<file path="src/shared/clock_gating_defines.vh">
// Register map, reset values and field positions of the peripheral clock gating block.
`ifndef CLOCK_GATING_DEFINES_VH
`define CLOCK_GATING_DEFINES_VH

// Byte addresses on the register bus.
`define CG_ADDR_TIMERS_LOW 8'h00
`define CG_ADDR_TIMERS_COMPARATORS 8'h04
`define CG_ADDR_CAPTURE_HI 8'h08
`define CG_ADDR_UNLOCK 8'h0c
`define CG_ADDR_FUNC_ENABLE 8'h10
`define CG_ADDR_GATE_STATUS 8'h14
`define CG_ADDR_W 8

// Reset values.
`define CG_RESET_GATE 8'h00
`define CG_RESET_FUNC 24'h000000

// Implemented bits of each gate register, full and reduced memory variants.
`define CG_IMPL_TIMERS_LOW_FULL 8'h7e
`define CG_IMPL_TIMERS_COMP_FULL 8'hff
`define CG_IMPL_CAPTURE_HI_FULL 8'hff
`define CG_IMPL_TIMERS_LOW_SMALL 8'h5e
`define CG_IMPL_TIMERS_COMP_SMALL 8'h5f
`define CG_IMPL_CAPTURE_HI_SMALL 8'h3e

// Calendar clock gate bit inside the timers_low gate register.
`define CG_CALENDAR_BIT 5

// Unlock sequence keys written to the memory unlock register.
`define CG_UNLOCK_KEY1 8'h55
`define CG_UNLOCK_KEY2 8'haa

// Slot numbering: slot = 8 * register + bit, registers low, comparators, capture.
`define CG_SLOTS 24

// Bus response codes.
`define CG_RESP_OKAY 2'h0
`define CG_RESP_SLVERR 2'h2

`endif

</file>
<file path="src/rtl/peripheral_clock_gating.v">
// Peripheral clock gating block with AXI4-Lite register access.
// Functional notes
// - Clearing a function enable stops the module; its register strobes still pass.
// - A set gate bit stops the module's clock entirely.
// - While gated, module register writes are blocked and reads flagged invalid.
// - Gate registers are 8-bit read/write, implemented bits reset to zero.
// - Gate bit one gates the module off; zero leaves it clocked.
// - Capture register: bit 7 unit10, bit 6 unit9, bits 5..1 units 8..4, bit 0 timer12.
// - Comparator register: bit 7 timer10, 6 timer8, 5..3 timers 7..5, 2..0 comparators 3..1.
// - Low register: bit 6 charge-time unit, bit 5 calendar, bits 4..1 timers 4..1.
// - Bits 7 and 0 of the low register are unimplemented and read zero.
// - Calendar gate accepts a one only right after the unlock write sequence.
// - Reduced memory variant drops capture 10, 9, timers 12, 10, 7 and calendar gates.
//
// The implementer's own choices: the address map and the AXI4-Lite register port.
`timescale 1ns/1ps
`include "clock_gating_defines.vh"

module peripheral_clock_gating #(
	parameter LARGE_MEMORY = 1
) (
	// Clock and reset.
	input wire MCLK_I,
	input wire RESET_N_I,
	// AXI4-Lite write address channel.
	input wire AWVALID,
	output wire AWREADY,
	input wire [7:0] AWADDR,
	input wire [2:0] AWPROT,
	// AXI4-Lite write data channel.
	input wire WVALID,
	output wire WREADY,
	input wire [31:0] WDATA,
	input wire [3:0] WSTRB,
	// AXI4-Lite write response channel.
	output wire BVALID,
	input wire BREADY,
	output wire [1:0] BRESP,
	// AXI4-Lite read address channel.
	input wire ARVALID,
	output wire ARREADY,
	input wire [7:0] ARADDR,
	input wire [2:0] ARPROT,
	// AXI4-Lite read data channel.
	output wire RVALID,
	input wire RREADY,
	output wire [31:0] RDATA,
	output wire [1:0] RRESP,
	// Peripheral side, one slot per gate bit.
	output wire [23:0] PERIPH_CLK_O,
	output wire [23:0] FUNC_RUN_O,
	input wire [23:0] PERIPH_REG_WE_I,
	output wire [23:0] PERIPH_REG_WE_O,
	output wire [23:0] PERIPH_RD_VALID_O
);

	localparam [1:0] UNLOCK_IDLE = 2'h0;
	localparam [1:0] UNLOCK_KEY1 = 2'h1;
	localparam [1:0] UNLOCK_ARMED = 2'h2;

	// Implemented bits per variant.
	wire [7:0] impl_low = LARGE_MEMORY ? `CG_IMPL_TIMERS_LOW_FULL
		: `CG_IMPL_TIMERS_LOW_SMALL;
	wire [7:0] impl_comp = LARGE_MEMORY ? `CG_IMPL_TIMERS_COMP_FULL
		: `CG_IMPL_TIMERS_COMP_SMALL;
	wire [7:0] impl_cap = LARGE_MEMORY ? `CG_IMPL_CAPTURE_HI_FULL
		: `CG_IMPL_CAPTURE_HI_SMALL;
	wire [23:0] impl_mask = {impl_cap, impl_comp, impl_low};

	// Gate registers, clocked by the device clock alone and never gated.
	reg [7:0] gate_low_r;
	reg [7:0] gate_comp_r;
	reg [7:0] gate_cap_r;
	reg [23:0] func_en_r;
	reg [1:0] unlock_r;
	reg [1:0] unlock_nxt;

	// Bus state.
	reg aw_full_r;
	reg [7:0] aw_addr_r;
	reg w_full_r;
	reg [31:0] w_data_r;
	reg [3:0] w_strb_r;
	reg bvalid_r;
	reg [1:0] bresp_r;
	reg rvalid_r;
	reg [31:0] rdata_r;
	reg [1:0] rresp_r;

	wire aw_take = AWVALID && AWREADY;
	wire w_take = WVALID && WREADY;
	wire ar_take = ARVALID && ARREADY;
	wire do_write = aw_full_r && w_full_r && !bvalid_r;

	assign AWREADY = !aw_full_r && !bvalid_r;
	assign WREADY = !w_full_r && !bvalid_r;
	assign BVALID = bvalid_r;
	assign BRESP = bresp_r;
	assign ARREADY = !rvalid_r;
	assign RVALID = rvalid_r;
	assign RDATA = rdata_r;
	assign RRESP = rresp_r;

	wire wr_low = do_write && (aw_addr_r == `CG_ADDR_TIMERS_LOW);
	wire wr_comp = do_write && (aw_addr_r == `CG_ADDR_TIMERS_COMPARATORS);
	wire wr_cap = do_write && (aw_addr_r == `CG_ADDR_CAPTURE_HI);
	wire wr_unlock = do_write && (aw_addr_r == `CG_ADDR_UNLOCK);
	wire wr_func = do_write && (aw_addr_r == `CG_ADDR_FUNC_ENABLE);
	wire wr_mapped = wr_low || wr_comp || wr_cap || wr_unlock || wr_func;
	wire [7:0] wbyte = w_data_r[7:0];
	wire lane0 = w_strb_r[0];

	// Calendar set needs the armed unlock state; clearing is always allowed.
	wire cal_keep = gate_low_r[`CG_CALENDAR_BIT] | (unlock_r == UNLOCK_ARMED);
	reg [7:0] low_wr_val;
	always @* begin
		low_wr_val = wbyte & impl_low;
		low_wr_val[`CG_CALENDAR_BIT] = wbyte[`CG_CALENDAR_BIT] & cal_keep
			& impl_low[`CG_CALENDAR_BIT];
	end

	// Unlock sequence: key1 then key2 on consecutive bus writes; the armed state
	// lasts for exactly the next write, so a stray write in between disarms it.
	always @* begin
		unlock_nxt = unlock_r;
		if (do_write) begin
			case (unlock_r)
				UNLOCK_IDLE: begin
					unlock_nxt = (wr_unlock && lane0 && wbyte == `CG_UNLOCK_KEY1)
						? UNLOCK_KEY1 : UNLOCK_IDLE;
				end
				UNLOCK_KEY1: begin
					if (wr_unlock && lane0 && wbyte == `CG_UNLOCK_KEY2) begin
						unlock_nxt = UNLOCK_ARMED;
					end else if (wr_unlock && lane0 && wbyte == `CG_UNLOCK_KEY1) begin
						unlock_nxt = UNLOCK_KEY1;
					end else begin
						unlock_nxt = UNLOCK_IDLE;
					end
				end
				UNLOCK_ARMED: begin
					unlock_nxt = UNLOCK_IDLE;
				end
				default: begin
					unlock_nxt = UNLOCK_IDLE;
				end
			endcase
		end
	end

	// Register file.
	integer i;
	always @(posedge MCLK_I) begin
		if (!RESET_N_I) begin
			gate_low_r <= `CG_RESET_GATE;
			gate_comp_r <= `CG_RESET_GATE;
			gate_cap_r <= `CG_RESET_GATE;
			func_en_r <= `CG_RESET_FUNC;
			unlock_r <= UNLOCK_IDLE;
		end else begin
			unlock_r <= unlock_nxt;
			if (wr_low && lane0) begin
				gate_low_r <= low_wr_val;
			end
			if (wr_comp && lane0) begin
				gate_comp_r <= wbyte & impl_comp;
			end
			if (wr_cap && lane0) begin
				gate_cap_r <= wbyte & impl_cap;
			end
			if (wr_func) begin
				for (i = 0; i < 3; i = i + 1) begin
					if (w_strb_r[i]) begin
						func_en_r[i*8 +: 8] <= w_data_r[i*8 +: 8] & impl_mask[i*8 +: 8];
					end
				end
			end
		end
	end

	// Write channels are taken independently and answered once both are held.
	always @(posedge MCLK_I) begin
		if (!RESET_N_I) begin
			aw_full_r <= 1'b0;
			aw_addr_r <= 8'h00;
			w_full_r <= 1'b0;
			w_data_r <= 32'h00000000;
			w_strb_r <= 4'h0;
			bvalid_r <= 1'b0;
			bresp_r <= `CG_RESP_OKAY;
		end else begin
			if (aw_take) begin
				aw_full_r <= 1'b1;
				aw_addr_r <= {AWADDR[7:2], 2'h0};
			end
			if (w_take) begin
				w_full_r <= 1'b1;
				w_data_r <= WDATA;
				w_strb_r <= WSTRB;
			end
			if (do_write) begin
				aw_full_r <= 1'b0;
				w_full_r <= 1'b0;
				bvalid_r <= 1'b1;
				bresp_r <= wr_mapped ? `CG_RESP_OKAY : `CG_RESP_SLVERR;
			end else if (bvalid_r && BREADY) begin
				bvalid_r <= 1'b0;
			end
		end
	end

	// Gate state as actually applied to the clocks, for status read-back.
	reg [23:0] gate_applied_r;
	wire [23:0] gate_vec = {gate_cap_r, gate_comp_r, gate_low_r} & impl_mask;

	// Read path.
	wire [7:0] ar_word = {ARADDR[7:2], 2'h0};
	reg [31:0] rd_val;
	reg rd_hit;
	always @* begin
		rd_val = 32'h00000000;
		rd_hit = 1'b1;
		case (ar_word)
			`CG_ADDR_TIMERS_LOW: begin
				rd_val = {24'h000000, gate_low_r};
			end
			`CG_ADDR_TIMERS_COMPARATORS: begin
				rd_val = {24'h000000, gate_comp_r};
			end
			`CG_ADDR_CAPTURE_HI: begin
				rd_val = {24'h000000, gate_cap_r};
			end
			`CG_ADDR_UNLOCK: begin
				rd_val = 32'h00000000;
			end
			`CG_ADDR_FUNC_ENABLE: begin
				rd_val = {8'h00, func_en_r};
			end
			`CG_ADDR_GATE_STATUS: begin
				rd_val = {8'h00, gate_applied_r};
			end
			default: begin
				rd_hit = 1'b0;
			end
		endcase
	end

	always @(posedge MCLK_I) begin
		if (!RESET_N_I) begin
			rvalid_r <= 1'b0;
			rdata_r <= 32'h00000000;
			rresp_r <= `CG_RESP_OKAY;
		end else begin
			if (ar_take) begin
				rvalid_r <= 1'b1;
				rdata_r <= rd_val;
				rresp_r <= rd_hit ? `CG_RESP_OKAY : `CG_RESP_SLVERR;
			end else if (rvalid_r && RREADY) begin
				rvalid_r <= 1'b0;
			end
		end
	end

	// Per-slot clock gate. The enable is retimed on the falling edge, so it only
	// changes while the clock is low and the AND can never cut a high phase short.
	// Unimplemented slots get no clock at all, as their module does not exist.
	genvar g;
	generate
		for (g = 0; g < `CG_SLOTS; g = g + 1) begin : slot
			reg run_neg_r;
			always @(negedge MCLK_I) begin
				if (!RESET_N_I) begin
					run_neg_r <= impl_mask[g];
				end else begin
					run_neg_r <= impl_mask[g] & ~gate_vec[g];
				end
			end
			assign PERIPH_CLK_O[g] = MCLK_I & run_neg_r;
			// Register strobes follow only the gate, not the function enable.
			assign PERIPH_REG_WE_O[g] = PERIPH_REG_WE_I[g] & ~gate_vec[g];
			assign PERIPH_RD_VALID_O[g] = impl_mask[g] & ~gate_vec[g];
			assign FUNC_RUN_O[g] = func_en_r[g] & ~gate_vec[g];
		end
	endgenerate

	always @(posedge MCLK_I) begin
		if (!RESET_N_I) begin
			gate_applied_r <= 24'h000000;
		end else begin
			gate_applied_r <= gate_vec;
		end
	end

endmodule // peripheral_clock_gating

</file>
<file path="config.mk">
export PLATFORM = sky130hd
export DESIGN_NAME = peripheral_clock_gating
export DESIGN_NICKNAME = d
export VERILOG_FILES = /design/src/rtl/peripheral_clock_gating.v
export VERILOG_INCLUDE_DIRS = /design/src /design/src/shared
export SDC_FILE = /design/constraint.sdc
export NUM_CORES = 1
export LEC_CHECK = 0
export BUFFER_PORTS_ARGS = -buffer_cell sky130_fd_sc_hd__buf_4
export CAP_MARGIN = 5
export CORE_MARGIN = 2
export CORE_UTILIZATION = 45
export DETAILED_ROUTE_END_ITERATION = 10
export PLACE_DENSITY = 0.85
export SETUP_SLACK_MARGIN = 0.02
export SLEW_MARGIN = 20
export SYNTH_ARGS = -nofsm -noshare
export SYNTH_HDL_FRONTEND = slang
export SYNTH_SLANG_ARGS = --single-unit
</file>
<file path="constraint.sdc">
create_clock -name MCLK_I -period 2.4 [get_ports MCLK_I]
set_input_delay 0.12 -clock MCLK_I [delete_from_list [all_inputs] [get_ports MCLK_I]]
set_output_delay 0.12 -clock MCLK_I [all_outputs]
set_load 0.01 [all_outputs]
</file>
==> results of run 1 <==
## routing by layer
metal	vias up	share of wire	GRT usage
li1	2790	-	-
met1	2619	0.40	0.291
met2	277	0.49	0.420
met3	58	0.080	0.0755
met4	0	0.032	0.163
met5	-	0	0
## logic make-up after synthesis
family	Yosys count	synth area share
AND/OR/NAND/NOR	275	0.230
flip-flops	153	0.504
AO/OA/AOI/OAI	134	0.144
buffers and inverters	105	0.0797
multiplexers	25	0.0414
other	1	0.000617
## repair_timing
item / CTS / global route
setup endpoints to repair: 44 / 44
resized for setup: 47 / 8
endpoints found under the hold margin: 37 / 0
pin swaps: 20 / 1
hold buffers: 39 / 0
## stage by stage
| step | utilization | setup TNS (ns) | cell area, sq um | hold WS, ns | power, mW |
|---|---|---|---|---|---|
| 6_report | 0.692 | -0.683 | 9130 | 0.0136 | 8.92 |
| 5_1_grt | 0.692 | -1.33 | 9130 | 0.0173 | 9.28 |
| 3_5_place_dp | 0.579 | 0 | 7640 | 0.240 | 4.30 |
| 3_3_place_gp | 0.579 | 0 | 7640 | 0.240 | 4.29 |
| 2_1_floorplan | - | 0 | 6130 | 0.258 | 3.60 |
| 4_1_cts | 0.691 | -0.809 | 9120 | 0.00111 | 8.91 |
## report_power, final
part	switching [mW]	total (mW)	internal, mW
sequential	0.0555	2.67	2.62
combinational	0.282	0.568	0.286
clock	2.04	5.68	3.64
## flip-flops by register name, summed over array words and instances, names as in the netlist, 2 cells and up
signal	flops
RDATA	24
aw_addr_r	6
func_en_r	22
gate_applied_r	22
gate_cap_r	8
gate_comp_r	8
gate_low_r	6
slot.run_neg_r	22
unlock_r	2
w_data_r	24
w_strb_r	3
## final cells by class
cell class,instances,area share
timing repair buffer,227,0.199
clock buffer,55,0.109
tap,176,0.0241
inverter,47,0.0193
clock inverter,33,0.0225
multi-input combinational,450,0.289
sequential,153,0.337
## worst max path at each step
stage,slack [ns],depth (start not counted),to
floorplan,0.09,4,slot[10].run_neg_r
global placement,0.27,3,slot[22].run_neg_r
detailed placement,0.24,3,slot[20].run_neg_r
CTS,-0.06,2,PERIPH_CLK_O[1]
global route,-0.09,2,PERIPH_CLK_O[13]
finish,-0.06,2,PERIPH_CLK_O[16]
## synth_stat cells
master,n
and3_1,1
o21ai_0,52
conb_1,1
nor4b_1,1
nand4_1,6
nor3_4,1
a221oi_1,16
or4_1,1
a21oi_1,17
o31ai_1,1
dfxtp_1,153
mux2_2,1
nand2b_1,1
nand3_1,26
buf_1,3
mux2i_1,24
a31oi_1,1
inv_1,48
a22o_1,8
a22oi_1,3
o211a_1,1
nor2_1,30
or3b_2,1
and2_1,30
nor2b_1,55
o22a_1,1
nor3_1,2
and3b_1,1
nor4bb_1,1
a21boi_0,28
a221o_1,2
buf_4,20
clkbuf_1,27
a211oi_1,2
or2_2,2
nand2_1,109
or3_1,1
buf_2,6
nor3b_1,3
nand3b_1,1
buf_6,1
nor4_4,2
a32o_1,2
## worst reg2reg max path, stage by stage, from the launching register on
cell and delay (ns):
dfxtp_1 0.41, and2_1 0.20, inv_1 0.05
==> flow_metrics.tcl, run 1 <==
set metrics [dict create \
    status "complete, but fails checks" \
    violations "negative setup slack" \
    netlist.area_leader.share 0.504 \
    final_common_cell "buf_4" \
    clk_latency_ns 0.59 \
    rsz0062_at_grt "true" \
    initial_core_util 0.460 \
    finalClockSkew_ns 0.0687 \
    hold_violations 0 \
    hpwl_mm 12.6 \
    dpl.cell_count 1037 \
    finalSetupViolations 44 \
    via_per_inst 5.03 \
    worst-path-buf-inv 1 \
    maxCapViolCount 0 \
    fillers 1037 \
    crit_required_ns 2.28 \
    synth_cells 693 \
    antennaDiodeCount 0 \
    clk_pin_slew_ns 0.06 \
    ff_latch_area_sq_um 3080 \
    instances_no_fill 1141 \
    ys_ff_latch 153 \
    ant_nets 0 \
    io_pins 226 \
    cp_top_family "flip-flops" \
    p_per_area_nw_per_um2 976 \
    ys_types 43 \
    die_w_um 120 \
    r2r-end "slot[2].run_neg_r" \
    yosysSeqAreaShare 0.504 \
    layout_common_cells "187 x buf_4, 142 x dfxtp_1, 109 x nand2_1" \
    max-vdd-ir-drop_mv 0.576 \
    multi_input_area_sq_um 2640 \
    hold_depth 4 \
    slowest_stage "dfxtp_2" \
    area_growth_pct 50.4 \
    cp-startpoint "slot[16].run_neg_r" \
    nets 1039 \
    end_kind "output pin" \
    drive_gt1_frac 0.301 \
    crit_path_start_kind "flop" \
    die-area_sq_um 14400 \
    cpPeakStageDelay_ns 0.31 \
    crit_chain "and2_4, buf_6" \
    overflow 0 \
    drv_slew 0 \
    synth.largest_area_cell "dfxtp_1" \
    grt_pass1_vias 5708 \
    route.detailed.drc 0 \
    yosys_warnings 0 \
    grt_max_degree 39 \
    hold_end "aw_full_r" \
    dp_slack_ns 0.244 \
    ff2ff_path_depth 2 \
    wl_mm 18.6 \
    fin_ws_ns -0.0604 \
    drt_first_pass_iters 5 \
    cts_tree "done" \
    avgSynthCellArea_sq_um 8.76 \
    r2r_setup_slack_ns 0.48 \
    hp-start "AWVALID" \
    core-area_sq_um 13200 \
    worst-slew-pin-transition_ns 0.708 \
    gp_congestion 0.821 \
    hold_class "input port to flop" \
    cts_setup_buffers 0 \
    die_h_um 120 \
    vias 5744 \
    max-slew-margin-rel 0.527 \
    grt_pass1_wl_mm 28.5 \
    row_count 42 \
    critPathKind "flop to output pin" \
    path_max_fanout 1 \
    r2r-start "gate_low_r[2]" \
    syn_area_sq_um 6070 \
    wl_per_cell_um 16.3 \
    p_leak_nw 4.07 \
    synthTopCellsByArea "dfxtp_1 50%, nand2_1 6.7%, nor2b_1 5.7%, o21ai_0 4.3%, mux2i_1 4.0%" \
    critPathArrivalTime_ns 2.34 \
    drt_iter0_drc 397 \
    grt_usage 0.256 \
    antenna_found_initial 0 \
    portBuffers 186 \
]
No activity file was read; power rests on OpenSTA's default activity.
==> run 2: changes to the inputs <==
- CORE_UTILIZATION: 45 -> 40
- PLACE_DENSITY: 0.85 -> 0.78
==> run 2 against run 1 <==
  * The flow still finishes with violations (negative setup slack)
  * Hold slack improved by 0.040 ns
  * Clock skew decreased by 0.021 ns
  * Die area increased by 12%
  * Critical path type unchanged
  * Critical endpoint is now PERIPH_CLK_O[13]
  * Largest cell class unchanged
  * Largest power group unchanged
  * Highest routed layer unchanged
==> flow_metrics.tcl, run 2 (synthesis results as in run 1) <==
set metrics [dict create \
    maxCapViolCount 0 \
    fin_util 0.612 \
    p_leak_nw 4.10 \
    grt_max_degree 57 \
    grt_pass1_wl_mm 27.9 \
    path_max_fanout 1 \
    hold_class "input port to flop" \
    crit_required_ns 2.28 \
    max-vdd-ir-drop_mv 0.477 \
    cp.depth 2 \
    grt_pass1_vias 5608 \
    via_per_inst 4.86 \
    grtUsageMet1 0.261 \
    fin_area_sq_um 9200 \
    hpwl_mm 12.5 \
    cpPeakStageDelay_ns 0.31 \
    finalSetupViolations 44 \
    worst-slew-pin-transition_ns 0.864 \
    cp_top_family "flip-flops" \
    io_pins 226 \
    clk_pin_slew_ns 0.06 \
    clk_latency_ns 0.58 \
    route.detailed.drc 0 \
    ant_nets 0 \
    worst-path-buf-inv 1 \
    end_kind "output pin" \
    gp_congestion 0.823 \
    cts_tree "done" \
    fin_ws_ns -0.0490 \
    vias 5598 \
    finalClockSkew_ns 0.0480 \
    drive_gt1_frac 0.292 \
    total_power_mw 9.14 \
    row_count 45 \
    ff2ff_path_depth 6 \
    fillers 1268 \
    dp_slack_ns 0.318 \
    violations "negative setup slack" \
    antennaDiodeCount 0 \
    hold_violations 0 \
    die_h_um 127 \
    grt_usage 0.224 \
    grt_util_met3 0.0871 \
    crit_path_start_kind "flop" \
    max-slew-margin-rel 0.423 \
    use_met2 0.357 \
    layout_common_cells "185 x buf_4, 147 x dfxtp_1, 109 x nand2_1" \
    die-area_sq_um 16200 \
    placed_area_sq_um 7620 \
    core-area_sq_um 15000 \
    rsz0062_at_grt "true" \
    slowest_stage "dfxtp_2" \
    die_w_um 127 \
    status "complete, but fails checks" \
    area_growth_pct 51.5 \
    critPathKind "flop to output pin" \
    drv_slew 0 \
    overflow 0 \
    drt_iter0_drc 373 \
    crit_chain "and2_4, buf_6" \
    portBuffers 186 \
    wl_mm 17.9 \
    initial_core_util 0.404 \
    hold_depth 3 \
    antenna_found_initial 0 \
    critPathArrivalTime_ns 2.33 \
    final_common_cell "buf_4" \
    nets 1039 \
    busiest_layer "met2" \
    wl_per_cell_um 15.5 \
    drt_first_pass_iters 4 \
    p_per_area_nw_per_um2 993 \
]
## run 2: cell count changes in the layout (fill, tap and decap cells not counted), sizes merged
cell / previous run / this run
bufinv: 2 / 5
dlygate4sd3: 39 / 42
buf: 210 / 207
inv: 70 / 69
clkbuf: 33 / 31
## run 2: layout make-up
type | count | area, sq um | share of cell area
Sequential cell | 153 | 3070 | 0.334
Timing Repair Buffer | 227 | 1810 | 0.197
Inverter | 47 | 176 | 0.0192
Clock inverter | 35 | 280 | 0.0305
Clock buffer | 53 | 991 | 0.108
Multi-Input combinational cell | 450 | 2640 | 0.287
Tap cell | 188 | 235 | 0.0256
## run 2: path summary, 6_finish.rpt
kind	from	endpoint	slack [ns]
max	slot[13].run_neg_r	PERIPH_CLK_O[13]	-0.05
min	ARADDR[3]	RDATA[2]	0.05
max reg2reg	RVALID	RRESP[1]	0.31
min reg2reg	w_data_r[14]	w_data_r[14]	0.46
## run 2: per-layer routing
metal / share of wire / vias up
met3: 0.069 / 33
met4: 0.024 / 0
li1: - / 2788
met2: 0.49 / 206
met5: 0 / -
met1: 0.41 / 2571
## run 2: tightest hold or removal path, stage by stage
cell and delay, ns:
buf_4 0.18, a221o_1 0.19, a21oi_1 0.06
## run 2: per-stage QoR
step / setup TNS [ns] / hold WS (ns) / instances
after CTS: -0.880 / 0.0221 / 1153
final: -0.648 / 0.0534 / 1153
after global routing: -1.38 / 0.0448 / 1153
after global placement: 0 / 0.240 / 1046
after floorplan: 0 / 0.258 / 708
after detailed placement: 0 / 0.240 / 1046
## run 2: what timing repair did
item                       in CTS  in global routing
setup endpoints to repair      44                 44
hold buffers                   42                  0
resized for setup              46                  2
pin swaps                      20                  1
hold endpoints to repair       38                  0
setup buffers                   0                  0
## run 2: where the power goes
part	switching, mW	internal, mW	leakage [nW]
Combinational	0.277	0.284	2.05
Sequential	0.0556	2.62	1.24
Clock	1.99	3.91	0.809
Total	2.33	6.81	4.10
==> run 3: changes to the inputs <==
- clock period: 2.4 -> 2.5 ns (I/O delays scaled with it)
==> run 3 against run 2 <==
  * The flow still finishes with violations (negative setup slack)
  * Power fell by 8.0%
  * Routed wire length fell by 0.46%
  * Critical path depth did not move
  * Clock-buffer cell count did not move
  * Global-route usage barely moved
  * Worst setup slack improved by 0.042 ns
  * Cell area fell by 1.5%
  * Clock skew barely moved
  * First-iteration DRC count fell by 4.0%
  * Register-to-register slack improved by 0.10 ns
  * Hold slack got worse by 0.025 ns
  * Sequential share of layout area rose by 0.51 points
  * Critical path type unchanged
  * Highest routed layer unchanged
==> flow_metrics.tcl, run 3 (synthesis results as in run 1) <==
set metrics [dict create \
    p_leak_nw 4.03 \
    via_per_inst 4.91 \
    instances_no_fill 1148 \
    fin_worst_hold_slack_ns 0.0282 \
    cts_tree "done" \
    maxCapViolCount 0 \
    gp_congestion 0.797 \
    hpwl_mm 12.4 \
    route.detailed.drc 0 \
    max-slew-margin-rel 0.409 \
    crit_required_ns 2.38 \
    layout_common_cells "180 x buf_4, 146 x dfxtp_1, 109 x nand2_1" \
    worst-slew-pin-transition_ns 0.884 \
    hold_violations 0 \
    io_pins 226 \
    wl_per_cell_um 15.5 \
    ant_nets 0 \
    die_w_um 127 \
    finalSetupTns_ns -0.0156 \
    vias 5636 \
    die_h_um 127 \
    fin_ws_ns -0.00720 \
    end_kind "output pin" \
    finalSetupViolations 6 \
    p_per_area_nw_per_um2 927 \
    area_growth_pct 49.3 \
    nets 1033 \
    critPathArrivalTime_ns 2.38 \
    drt_first_pass_iters 6 \
    fin_area_sq_um 9070 \
    crit_path_start_kind "flop" \
    hold_class "input port to flop" \
    grt_max_degree 49 \
    wl_mm 17.8 \
    dpl.cell_count 1041 \
    drv_slew 0 \
    grt_usage 0.224 \
    initial_core_util 0.404 \
    overflow 0 \
    rsz0062_at_grt "true" \
    critPathKind "flop to output pin" \
    clk_latency_ns 0.59 \
    path_max_fanout 1 \
    grt_pass1_wl_mm 27.7 \
    core-area_sq_um 15000 \
    status "complete, but fails checks" \
    placed_area_sq_um 7580 \
    antenna_found_initial 0 \
    grt_pass1_vias 5601 \
    drive_gt1_frac 0.292 \
    max-vdd-ir-drop_mv 0.490 \
    drt_iter0_drc 358 \
    violations "negative setup slack" \
    total_power_mw 8.41 \
    antennaDiodeCount 0 \
    final_common_cell "buf_4" \
    portBuffers 186 \
    cts_setup_buffers 0 \
    finalClockSkew_ns 0.0476 \
    row_count 45 \
    die-area_sq_um 16200 \
    clk_pin_slew_ns 0.06 \
]
[run 3: changes by cell type in the layout (fill, tap and decap cells not counted), moves of 2 or more]
cell	change
buf_4	-5
bufinv_16	-4
clkinv_4	+3
inv_6	+3
and2_1	-2
and2_4	+2
clkinv_2	-2
[run 3: routing by layer]
layer | wire [um] | part of all wire | vias to the layer above | GRT usage
li1 | - | - | 2776 | -
met1 | 7460 | 0.42 | 2597 | 0.259
met2 | 8510 | 0.48 | 221 | 0.351
met3 | 1330 | 0.075 | 42 | 0.0858
met4 | 534 | 0.030 | 0 | 0.136
met5 | 0 | 0 | - | 0
[run 3: cell type report]
| type | count | area [sq um] |
|---|---|---|
| clock buffers | 53 | 970 |
| multi-input cells | 450 | 2640 |
| well taps | 188 | 235 |
| clock inverters | 36 | 209 |
| flip-flops and latches | 153 | 3070 |
| repair buffers | 221 | 1760 |
| inverters | 47 | 176 |
| fillers | 1311 | 5970 |
[run 3: worst max-delay path: stages, from the launching register on]
cell,delay [ns]
dfxtp_2,0.30
and2_4,0.13
buf_6,0.11
[run 3: power breakdown]
part	leakage, nW	switching, mW	internal (mW)
clock network	0.773	1.97	3.34
registers	1.24	0.0521	2.51
logic	2.02	0.265	0.269
[run 3: final timing paths]
kind / startpoint / end / slack, ns / cells past startpoint
worst min register to register: w_data_r[14] / w_data_r[14] / 0.46 / 2
worst min-delay path: ARADDR[3] / RDATA[3] / 0.03 / 3
worst max-delay path: slot[9].run_neg_r / PERIPH_CLK_O[9] / -0.007 / 2
worst max register to register: RVALID / RRESP[1] / 0.41 / 6
[run 3: repair_timing]
item                       CTS  global route
setup endpoints to repair   44            44
gates resized for setup     48             3
hold endpoints to repair    37             0
pin swaps                   21             0
hold buffers                41             0
[run 3: stage by stage]
stage,setup slack [ns],util
final,-0.00720,0.603
after global routing,-0.0449,0.603
after CTS,-0.0202,0.603
after detailed placement,0.304,0.504
after global placement,0.321,0.504
after floorplan,0.135,-
